`config.mk`:
```
export PLATFORM = sky130hd
export DESIGN_NAME = bridge_irq_and_control_regs
export DESIGN_NICKNAME = d
export VERILOG_FILES = /design/src/logic/bridge_regs_pkg.sv /design/src/logic/bridge_irq_and_control_regs.sv /design/src/logic/legacy_io_decode.sv
export SDC_FILE = /design/constraint.sdc
export NUM_CORES = 1
export LEC_CHECK = 0
export BUFFER_PORTS_ARGS = -buffer_cell sky130_fd_sc_hd__buf_4
export CORE_ASPECT_RATIO = 0.6
export CORE_MARGIN = 2
export CORE_UTILIZATION = 40
export CTS_CLUSTER_SIZE = 40
export DETAILED_ROUTE_END_ITERATION = 16
export PLACE_DENSITY = 0.81
export SETUP_SLACK_MARGIN = 0.15
export SLEW_MARGIN = 10
export SYNTH_ARGS = -nofsm -noshare
export SYNTH_HDL_FRONTEND = slang
export SYNTH_SLANG_ARGS = --single-unit
```
`constraint.sdc`:
```
create_clock -name CLK -period 1.75 [get_ports CLK]
set_clock_uncertainty 0.15 [all_clocks]
set_input_delay 0.175 -clock CLK [delete_from_list [all_inputs] [get_ports CLK]]
set_output_delay 0.175 -clock CLK [all_outputs]
set_load 0.005 [all_outputs]
```
`src/logic/bridge_regs_pkg.sv`:
```
/*
  Constants for the bridge interrupt and control register bank:
  configuration offsets, bridge control field positions, reset values
  and legacy graphics address ranges.
  Assumes configuration accesses address aligned 32-bit dwords by byte offset.
*/
package bridge_regs_pkg;

  // configuration byte offsets
  localparam logic [7:0]  IRQ_ROUTING_BYTE_OFS = 8'h3C;
  localparam logic [7:0]  IRQ_PIN_CODE_OFS     = 8'h3D;
  localparam logic [7:0]  BRIDGE_CONTROL_OFS   = 8'h3E;
  localparam logic [7:0]  DWORD_MASK           = 8'hFC;

  // reset values
  localparam logic [7:0]  IRQ_ROUTING_RESET    = 8'h00;
  localparam logic [7:0]  IRQ_PIN_CODE_VALUE   = 8'h01;
  localparam logic [15:0] BRIDGE_CONTROL_RESET = 16'h0000;

  // bridge control bit positions
  localparam int PARITY_RESPONSE_BIT   = 0;
  localparam int ERROR_FORWARD_BIT     = 1;
  localparam int LEGACY_ALIAS_BIT      = 2;
  localparam int GRAPHICS_ROUTE_BIT    = 3;
  localparam int GRAPHICS_WIDE_BIT     = 4;
  localparam int ABORT_MODE_BIT        = 5;
  localparam int SECONDARY_RESET_BIT   = 6;
  localparam int BACK_TO_BACK_BIT      = 7;
  localparam int DISCARD_LO_BIT        = 8;
  localparam int DISCARD_HI_BIT        = 11;
  localparam int RESERVED_LO_BIT       = 12;
  localparam int RESERVED_HI_BIT       = 15;

  // writable bits of bridge control: 6, 4, 3, 2, 1, 0
  localparam logic [15:0] BRIDGE_CONTROL_WMASK = 16'h005F;

  // legacy graphics ranges
  localparam logic [9:0]  GFX_IO_MONO_LO   = 10'h3B0;
  localparam logic [9:0]  GFX_IO_MONO_HI   = 10'h3BB;
  localparam logic [9:0]  GFX_IO_COLOR_LO  = 10'h3C0;
  localparam logic [9:0]  GFX_IO_COLOR_HI  = 10'h3DF;
  localparam logic [31:0] GFX_MEM_LO       = 32'h000A0000;
  localparam logic [31:0] GFX_MEM_HI       = 32'h000BFFFF;

  // alias exclusion: offsets 100h..3FFh of each 1 KB block
  localparam int ALIAS_SEL_LO = 8;
  localparam int ALIAS_SEL_HI = 9;
  localparam int WIDE_LO      = 10;

endpackage

```
`src/logic/bridge_irq_and_control_regs.sv`:
```
/*
  Interrupt line byte, interrupt pin code and bridge control register of a
  virtual host-to-link bridge port, with the hot reset request sequencing,
  legacy address forwarding and error reporting gates they steer.
  Assumes single-cycle configuration strobes on CLK, one at a time, and a
  link training machine that reports its L0, L1 and Recovery states.
*/
// What this block does
// Read-write interrupt routing byte, reset zero, affects nothing inside.
// Interrupt pin byte is read-only and always returns 01h.
// Bridge control bits 8 to 11 read zero and ignore writes.
// Bridge control bits 7 and 5 are hardwired zero.
// Setting bit 6 requests a hot reset of the link port.
// Hot reset goes from L0 or L1 through Recovery into Hot Reset.
// Bit 4 selects 10-bit or 16-bit graphics I/O decode.
// Bit 4 only matters while graphics enable bit 3 is set.
// Bit 3 routes legacy graphics I/O and memory cycles to the link.
// Bit 2 clear: forward every I/O access inside the base-limit window.
// Bit 2 set: drop last 768 bytes of each 1 KB block.
// Alias exclusion only trims the window; outside addresses unaffected.
// Bit 1 gates secondary error messages into system error requests.
// Bit 0 gates master data parity status on poisoned completions.
// Reserved bits 12 to 15 read zero, writes discarded.
module bridge_irq_and_control_regs
  import bridge_regs_pkg::*;
(
  input  wire logic        CLK,
  input  wire logic        RST_N,
  input  wire logic        CFG_WR,
  input  wire logic        CFG_RD,
  input  wire logic [7:0]  CFG_ADDR,
  input  wire logic [3:0]  CFG_BE,
  input  wire logic [31:0] CFG_WDATA,
  output logic      [31:0] CFG_RDATA,
  output logic             CFG_RD_VALID,
  output logic             CFG_HIT,
  input  wire logic        LINK_IN_L0,
  input  wire logic        LINK_IN_L1,
  input  wire logic        LINK_IN_RECOVERY,
  output logic             HOT_RESET_REQ,
  output logic             LINK_DIRECT_RECOVERY,
  output logic             LINK_DIRECT_HOT_RESET,
  input  wire logic [15:0] IO_ADDR,
  input  wire logic [31:0] MEM_ADDR,
  input  wire logic [15:0] IO_WINDOW_BASE,
  input  wire logic [15:0] IO_WINDOW_LIMIT,
  output logic             IO_FORWARD,
  output logic             MEM_GRAPHICS_FORWARD,
  input  wire logic        ERR_MSG_COR,
  input  wire logic        ERR_MSG_NONFATAL,
  input  wire logic        ERR_MSG_FATAL,
  input  wire logic        ROOT_EN_COR,
  input  wire logic        ROOT_EN_NONFATAL,
  input  wire logic        ROOT_EN_FATAL,
  output logic             SYSTEM_ERROR_REQ,
  input  wire logic        POISONED_READ_CPL,
  output logic             PARITY_ERROR_SET
);

  typedef enum logic [1:0] {
    LINK_IDLE,
    LINK_TO_RECOVERY,
    LINK_HOT_RESET
  } hot_reset_state_e;

  hot_reset_state_e  hot_reset_state;
  hot_reset_state_e  next_hot_reset_state;

  logic [7:0]  irq_routing_value;
  logic [15:0] bridge_control;
  logic [15:0] control_view;
  logic        dword_hit;
  logic        io_forward_raw;
  logic        mem_forward_raw;
  logic        secondary_hot_reset;
  logic        graphics_wide_decode;
  logic        graphics_route_enable;
  logic        legacy_alias_exclude;
  logic        error_forward_enable;
  logic        parity_response_enable;

  // merge write data into a byte under its enable
  function automatic logic [7:0] merge_byte(input logic [7:0] old_value,
                                            input logic [7:0] new_value,
                                            input logic       enable);
    merge_byte = enable ? new_value : old_value;
  endfunction

  // one dword at 3Ch holds all three registers
  always_comb begin
    if ((CFG_ADDR & DWORD_MASK) == IRQ_ROUTING_BYTE_OFS) begin
      dword_hit = 1'b1;
    end else begin
      dword_hit = 1'b0;
    end
  end

  assign CFG_HIT = dword_hit;

  // field views of the stored control bits
  assign secondary_hot_reset    = bridge_control[SECONDARY_RESET_BIT];
  assign graphics_wide_decode   = bridge_control[GRAPHICS_WIDE_BIT];
  assign graphics_route_enable  = bridge_control[GRAPHICS_ROUTE_BIT];
  assign legacy_alias_exclude   = bridge_control[LEGACY_ALIAS_BIT];
  assign error_forward_enable   = bridge_control[ERROR_FORWARD_BIT];
  assign parity_response_enable = bridge_control[PARITY_RESPONSE_BIT];

  // routing byte: stored for software only
  always_ff @(posedge CLK) begin
    if (!RST_N) begin
      irq_routing_value <= IRQ_ROUTING_RESET;
    end else if (CFG_WR && dword_hit) begin
      irq_routing_value <= merge_byte(irq_routing_value,
                                      CFG_WDATA[7:0], CFG_BE[0]);
    end
  end

  // bridge control: only writable bits are kept
  always_ff @(posedge CLK) begin
    if (!RST_N) begin
      bridge_control <= BRIDGE_CONTROL_RESET;
    end else if (CFG_WR && dword_hit) begin
      bridge_control <= {merge_byte(bridge_control[15:8],
                                    CFG_WDATA[31:24], CFG_BE[3]),
                         merge_byte(bridge_control[7:0],
                                    CFG_WDATA[23:16], CFG_BE[2])}
                        & BRIDGE_CONTROL_WMASK;
    end
  end

  // readback: hardwired and reserved bits forced to zero
  always_comb begin
    control_view = bridge_control & BRIDGE_CONTROL_WMASK;
    control_view[DISCARD_HI_BIT:DISCARD_LO_BIT]   = 4'h0;
    control_view[BACK_TO_BACK_BIT]                = 1'b0;
    control_view[ABORT_MODE_BIT]                  = 1'b0;
    control_view[RESERVED_HI_BIT:RESERVED_LO_BIT] = 4'h0;
  end

  // read data registered, one cycle after the strobe
  always_ff @(posedge CLK) begin
    if (!RST_N) begin
      CFG_RDATA <= 32'h00000000;
    end else if (CFG_RD) begin
      if (dword_hit) begin
        CFG_RDATA <= {control_view, IRQ_PIN_CODE_VALUE,
                      irq_routing_value};
      end else begin
        CFG_RDATA <= 32'h00000000;
      end
    end
  end

  always_ff @(posedge CLK) begin
    if (!RST_N) begin
      CFG_RD_VALID <= 1'b0;
    end else begin
      CFG_RD_VALID <= CFG_RD;
    end
  end

  // hot reset request follows the stored bit
  always_ff @(posedge CLK) begin
    if (!RST_N) begin
      HOT_RESET_REQ <= 1'b0;
    end else begin
      HOT_RESET_REQ <= secondary_hot_reset;
    end
  end

  // hot reset sequencing towards the training machine
  always_comb begin
    next_hot_reset_state = hot_reset_state;
    case (hot_reset_state)
      LINK_IDLE: begin
        if (secondary_hot_reset && (LINK_IN_L0 || LINK_IN_L1)) begin
          next_hot_reset_state = LINK_TO_RECOVERY;
        end
      end
      LINK_TO_RECOVERY: begin
        if (!secondary_hot_reset) begin
          next_hot_reset_state = LINK_IDLE;
        end else if (LINK_IN_RECOVERY) begin
          next_hot_reset_state = LINK_HOT_RESET;
        end
      end
      LINK_HOT_RESET: begin
        if (!secondary_hot_reset) begin
          next_hot_reset_state = LINK_IDLE;
        end
      end
      default: begin
        next_hot_reset_state = LINK_IDLE;
      end
    endcase
  end

  always_ff @(posedge CLK) begin
    if (!RST_N) begin
      hot_reset_state <= LINK_IDLE;
    end else begin
      hot_reset_state <= next_hot_reset_state;
    end
  end

  always_ff @(posedge CLK) begin
    if (!RST_N) begin
      LINK_DIRECT_RECOVERY  <= 1'b0;
      LINK_DIRECT_HOT_RESET <= 1'b0;
    end else begin
      LINK_DIRECT_RECOVERY  <= (next_hot_reset_state == LINK_TO_RECOVERY);
      LINK_DIRECT_HOT_RESET <= (next_hot_reset_state == LINK_HOT_RESET);
    end
  end

  // address forwarding decode
  legacy_io_decode u_decode (
    .io_addr               (IO_ADDR),
    .mem_addr              (MEM_ADDR),
    .io_window_base        (IO_WINDOW_BASE),
    .io_window_limit       (IO_WINDOW_LIMIT),
    .graphics_route_enable (graphics_route_enable),
    .graphics_wide_decode  (graphics_wide_decode),
    .legacy_alias_exclude  (legacy_alias_exclude),
    .io_forward            (io_forward_raw),
    .mem_graphics_forward  (mem_forward_raw)
  );

  always_ff @(posedge CLK) begin
    if (!RST_N) begin
      IO_FORWARD           <= 1'b0;
      MEM_GRAPHICS_FORWARD <= 1'b0;
    end else begin
      IO_FORWARD           <= io_forward_raw;
      MEM_GRAPHICS_FORWARD <= mem_forward_raw;
    end
  end

  // secondary error messages gated into a system error pulse
  always_ff @(posedge CLK) begin
    if (!RST_N) begin
      SYSTEM_ERROR_REQ <= 1'b0;
    end else begin
      SYSTEM_ERROR_REQ <= error_forward_enable &&
                          ((ERR_MSG_COR && ROOT_EN_COR) ||
                           (ERR_MSG_NONFATAL && ROOT_EN_NONFATAL) ||
                           (ERR_MSG_FATAL && ROOT_EN_FATAL));
    end
  end

  // poisoned completion may set parity status only when enabled
  always_ff @(posedge CLK) begin
    if (!RST_N) begin
      PARITY_ERROR_SET <= 1'b0;
    end else begin
      PARITY_ERROR_SET <= parity_response_enable && POISONED_READ_CPL;
    end
  end

endmodule // bridge_irq_and_control_regs

```
`src/logic/legacy_io_decode.sv`:
```
/*
  Combinational decode of processor I/O and memory addresses against the
  I/O window, the legacy graphics ranges and the alias exclusion.
  Assumes the window base and limit come from the bridge window registers.
*/
module legacy_io_decode
  import bridge_regs_pkg::*;
(
  input  wire logic [15:0] io_addr,
  input  wire logic [31:0] mem_addr,
  input  wire logic [15:0] io_window_base,
  input  wire logic [15:0] io_window_limit,
  input  wire logic        graphics_route_enable,
  input  wire logic        graphics_wide_decode,
  input  wire logic        legacy_alias_exclude,
  output logic             io_forward,
  output logic             mem_graphics_forward
);

  logic in_window;
  logic alias_hit;
  logic gfx_low_hit;
  logic gfx_io_hit;

  function automatic logic in_range(input logic [9:0] a,
                                    input logic [9:0] lo,
                                    input logic [9:0] hi);
    in_range = (a >= lo) && (a <= hi);
  endfunction

  always_comb begin
    in_window   = (io_addr >= io_window_base) && (io_addr <= io_window_limit);
    alias_hit   = |io_addr[ALIAS_SEL_HI:ALIAS_SEL_LO];
    gfx_low_hit = in_range(io_addr[9:0], GFX_IO_MONO_LO, GFX_IO_MONO_HI) ||
                  in_range(io_addr[9:0], GFX_IO_COLOR_LO, GFX_IO_COLOR_HI);
    // wide decode only counts while graphics routing is on
    if (graphics_wide_decode) begin
      gfx_io_hit = gfx_low_hit && (io_addr[15:WIDE_LO] == 6'h00);
    end else begin
      gfx_io_hit = gfx_low_hit;
    end
    io_forward = (in_window && !(legacy_alias_exclude && alias_hit)) ||
                 (graphics_route_enable && gfx_io_hit);
    mem_graphics_forward = graphics_route_enable &&
                           (mem_addr >= GFX_MEM_LO) && (mem_addr <= GFX_MEM_HI);
  end

endmodule // legacy_io_decode

```
-- After elaboration in Yosys (flattened, before gate mapping)
Cells that the tools add are included.
- register bits: 56
- bits of input ports: 138
- output and inout bits: 41
- logic and storage cells: 60
- magnitude comparators: 8
- eq/ne operators: 5
- muxes and demuxes: 8
- reduce and logical (&&, ||, !) cells: 27
- operators by type and width (kind ; number):
    $ge 32x20->1 const B ; 1
    $le 32x20->1 const B ; 1
    $mux 23 ; 1
    $ge 10x10->1 const B ; 2
    $le 10x10->1 const B ; 2
    $ge 16x16->1 ; 1
    $le 16x16->1 ; 1
    $logic_and 1x1->1 ; 16
    $mux 2 ; 4
    $eq 6x4->1 const B ; 1
    $logic_not 6->1 ; 1
    $pmux 2 s3 ; 1
    $logic_or 1x1->1 ; 5
    $eq 2x1->1 const B ; 2
    $eq 2x2->1 const B ; 2
    $reduce_and 2->1 ; 2
    $logic_not 2->1 ; 1
    $mux 1 ; 2
    $reduce_or 2->1 ; 1
    $logic_not 1->1 ; 1

-- Depth between registers and ports, before layout
- depth in word-level cells: 7
- depth in mapped cells: 8
- depth with buffers taken out: 8

-- Hierarchy
Synthesis repeated with hierarchy kept, for this count alone.
- cells, all modules: 304
- area, all modules: 2531.2 um^2
- modules (own cells, without submodules) (module ; times used ; cells each ; area each (um^2)):
    bridge_irq_and_control_regs ; 1 ; 177 ; 1639.1
    legacy_io_decode ; 1 ; 127 ; 892.1

-- Least setup slack after synthesis
Ideal clock, no wire load.
- path type: input-to-reg
- start point: in IO_WINDOW_LIMIT[14]
- end point: reg IO_FORWARD
- setup time: 0.118 ns
- arrival: 1.258 ns
- required time: 1.482 ns
- setup slack: 0.224 ns
- stages: 7
- path buffers: 0
- cells stage by stage: inv_1 -> ha_1 -> nand4_1 -> nor4_2 -> a21oi_1 -> a22oi_1 -> o21ai_1
- cells in the longest elaborated chain, start to end: 4
- ends and longest elaborated chain (what ; line ; RTL):
    from (decl) ; bridge_irq_and_control_regs.sv:46 ; input wire logic [15:0] IO_WINDOW_LIMIT,
    $le 16x16->1 ; legacy_io_decode.sv:32 ; in_window = (io_addr >= io_window_base) && (io_addr <= io_window_limit);
    $logic_and 1x1->1 ; legacy_io_decode.sv:32 ;
    $logic_and 1x1->1 ; legacy_io_decode.sv:42 ; io_forward = (in_window && !(legacy_alias_exclude && alias_hit)) ||
    $logic_or 1x1->1 ; legacy_io_decode.sv:42 ;
    to (signal assigned) ; bridge_irq_and_control_regs.sv:234 ; IO_FORWARD <= io_forward_raw;
    to (decl) ; bridge_irq_and_control_regs.sv:47 ; output logic IO_FORWARD,
No other way between the ends.
A chain may end at the register's enable or synchronous reset.

==> implementation parameters <==
Parameter                              Value

Pwr
  Part of the power in registers ... between 40% and 50%
  Total net switching power ... ~0.49 mW
  Maximum VDD drop ... approximately 0.43 mV
  Portion of total power attributed to the clock network ... a little over a third
  Leakage power figure ... 1.919 nW
  Switching portion of total power ... 23.32%
  Pwr dens ... between 500 and 600 nW/µm²
  Internal Dissipation ... around 1.6 mW
  Fraction of power consumed by combinational cells ... 21.1%

Setup path
  CP max stage cell ... dlygate4sd3_1
  Kind of capture point of the worst setup path ... register
  Arr. time, crit path ... approximately 1.6 ns
  Classification of the worst setup path ... input port to register
  Top cell family by delay on the critical path ... buffers and inverters
  Largest stage delay on the critical path ... 0.54 ns
  Critical Path RT ... about 1.8 ns
  Critical path fanouts, max ... 15
  Number of buffers and inverters on the critical path ... 3
  Launching element type of the critical path ... input port
  Ordered cell list for the critical path ... buf_4, dlygate4sd3_1, and2_1, and2_1, buf_4, a22o_1

Yosys
  Most instantiated flip-flop cell in the synthesis netlist ... dfxtp_1
  Average cell area after synthesis ... between 9 and 10 µm²
  EDFF count, synth ... 0
  Post-Synthesis Cell Area ... 2337 µm²
  FF+latch count, synth ... 39
  Count of unique library cells instantiated by Yosys ... 39
  Register area share after synthesis ... roughly 33%
  Number of instances in the synthesized netlist ... 257
  Share of synthesized registers carrying an async set or reset ... 0%
  Synthesis warning total ... 0

Flow run
  Maximum Capacitance Violations ... 0

Clocking
  Buffer cell driving the clock tree root ... clkbuf_8
  Total clock buffers created by CTS ... 5
  Maximum level of the CTS H-tree ... 2
  Clock tree from TritonCTS ... built
  Num Clock Sinks ... 39
  Number of buffers inserted to repair setup after CTS ... 0
  Clock Latency Late Sink ... ~0.29 ns
  Clock slew at the register clock pins of the worst setup and hold paths ... around 0.070 ns
  Deepest clock path buffer count ... 2

Global routing
  Combined global-route utilization of all metal layers ... 20.41%
  Number of antenna violations at the first check in global routing ... 0
  Remaining Overflow, GRT ... 0
  Global-route wire length before repair ... roughly 10000 µm
  Largest net degree at the start of global routing ... 16
  Via count of the first global-routing pass ... around 2300

Outcome
  Run status ... complete, but fails checks
  Violated checks ... hold timing

Timing
  Worst slew margin ... about a fifth
  Number of setup violations in the final report ... 0
  Minimum hold slack ... -0.002662 ns
  Final Hold Fails ... 1
  RSZ-0062 raised after global routing ... false
  Max Transition Viols Final ... 0
  Tcrit/Tclk final ... between 80% and 90%
  Tightest Pin Transition ... 1.183 ns
  Final period demand of the worst path ... 1.535 ns
  Fmax achieved ... between 600 and 700 MHz

Placement
  RD Place Congestion ... ~0.88
  Final HPWL DP ... ~5200 µm
  Placed Area ... ~3300 µm²
  Placed insts ... 460
  Port-buffer cells ... approximately 120

Floorplanning
  FP Rows ... 21
  Ports ... roughly 180
  Die width ... between 100 and 150 µm
  Vert. Die Dim ... about 63 µm
  Core Region ... ~5600 µm²
  Die Footprint ... between 6000 and 7000 µm²
  Starting density of the core ... between 40% and 50%

Detailed routing
  Router iterations before antenna repair ... 5
  Remaining antenna violation count after routing ... 0
  DRC violations left ... 0
  Total wire length after detailed routing ... 6335 µm
  Via count ... 2311
  Starting DRT DRC Count ... 60
  Vias per inst ... approximately 4.8
  Routed length per placed instance ... between 10 and 15 µm

Finish
  Layout filler cell count ... 484
  Area of all placed cells without fillers ... ~3600 µm²
  Layout cell share with drive strength beyond 1 ... between 30% and 40%
  Layout-stage area growth over the synthesis result ... 53.75%
  Total inserted antenna cells ... 0
  FF+latch area ... ~800 µm²
  Combined area of the multi-input logic cells ... ~1300 µm²
  Number of nets in the final layout ... ~570
  Post-layout instance count excluding filler cells ... between 400 and 500

Worst hold path
  Path type of the worst min-delay path ... input port to register
[cell usage in the layout, fill, tap and decap left out, types with 2 or more instances in the layout]
cell type        n
buf_4          129
dfxtp_1         39
inv_1           34
ha_1            32
a21oi_1         18
conb_1          17
dlygate4sd3_1   17
nor2b_1         16
nand2_1         15
a22o_1          14
mux2i_1         14
nand4_1          7
o21ai_0          7
clkbuf_8         6
nor2_1           5
nand3_1          4
nor4_1           4
a2111oi_0        2
nand3_2          2
and2_1           2
nor4_2           2
a21o_1           2
[stage by stage]
| stage | TNS [ns] | utilization, % | total power [mW] | setup slack [ns] |
|---|---|---|---|---|
| 4_1_cts | 0 | 63.92 | 2.122 | 0.1985 |
| 3_5_place_dp | -0.04230 | 58.95 | 1.322 | -0.04230 |
| 5_1_grt | 0 | 64.21 | 2.235 | 0.1611 |
| 2_1_floorplan | 0 | - | 1.106 | 0.2236 |
| 3_3_place_gp | -0.01021 | 58.95 | 1.307 | -0.01021 |
| 6_report | 0 | 64.21 | 2.106 | 0.2145 |
[cell families after synthesis]
group | synth area share (%)
AO/OA/AOI/OAI | 14.78
adder cells (fa/ha/maj) | 17.13
buffers and inverters | 12.58
flip-flops | 33.40
multiplexers | 5.996
other | 0.1604
AND/OR/NAND/NOR | 15.95
[power groups by stage]
stage               logic, mW  clock network [mW]  registers, mW
finish                  0.443               0.770          0.892
global route            0.499               0.844          0.892
CTS                     0.438               0.792          0.892
detailed placement      0.410                   0          0.913
global placement        0.395                   0          0.913
floorplan               0.193                   0          0.913
[worst min-delay path, delay by kind of cell]
family | cells | cell delay [ns]
buffers and inverters | 1 | 0.08
AND/OR/NAND/NOR | 3 | 0.13
[cell usage after synthesis (2+ instances only)]
library cell	instances	area (µm²)
dfxtp_1	39	780.8
a21oi_1	18	90.09
inv_1	34	127.6
and2_1	2	12.51
nand2_1	15	56.30
a22o_1	14	122.6
nand4_1	7	43.79
a21o_1	2	15.01
buf_4	17	127.6
clkbuf_1	2	7.510
mux2i_1	14	140.1
nand3_1	4	20.02
nor4_1	5	31.28
nor2_1	5	18.77
o21ai_0	7	35.03
nor2b_1	16	100.1
nand3_2	2	20.02
ha_1	32	400.4
a2111oi_0	2	17.52
[flip-flops by register name, summed over array words and instances, names as in the netlist]
signal / count
irq_routing_value: 8
IO_FORWARD: 1
LINK_DIRECT_HOT_RESET: 1
MEM_GRAPHICS_FORWARD: 1
PARITY_ERROR_SET: 1
CFG_RDATA: 15
LINK_DIRECT_RECOVERY: 1
bridge_control: 6
SYSTEM_ERROR_REQ: 1
HOT_RESET_REQ: 1
CFG_RD_VALID: 1
hot_reset_state: 2
[per-layer routing]
metal,part of all wire [%],up-vias,GRT usage [%]
met1,43,1056,25.58
met3,7.6,4,4.550
li1,-,1166,-
met2,49,85,35.21
met5,0,-,0
met4,0.81,0,5.333
[repair_timing]
| action | 4_1_cts | 5_1_grt |
|---|---|---|
| gates resized for setup | 0 | 1 |
| hold buffers | 16 | 2 |
| hold endpoints to repair | 15 | 1 |
| setup endpoints to repair | 0 | 1 |
[cell type report]
type	count	share of cell area (%)
repair buffers	146	31.69
well taps	80	2.786
clock buffers	6	2.298
multi-input cells	178	36.98
flip-flops and latches	39	21.73
inverters	34	3.552
clock inverters	2	0.9749
[final timing paths]
path                                endpoint  slack (ns)  cells past startpoint                      startpoint
max               CFG_RDATA[20]$_SDFFE_PN0P_        0.21                      6                          CFG_RD
min reg2reg      SYSTEM_ERROR_REQ$_SDFF_PN0_        0.31                      2  bridge_control[1]$_SDFFE_PN0P_
max reg2reg            IO_FORWARD$_SDFF_PN0_        0.46                      5  bridge_control[2]$_SDFFE_PN0P_
min          MEM_GRAPHICS_FORWARD$_SDFF_PN0_      -0.003                      4                    MEM_ADDR[24]
(Power assumes the default switching activity.)
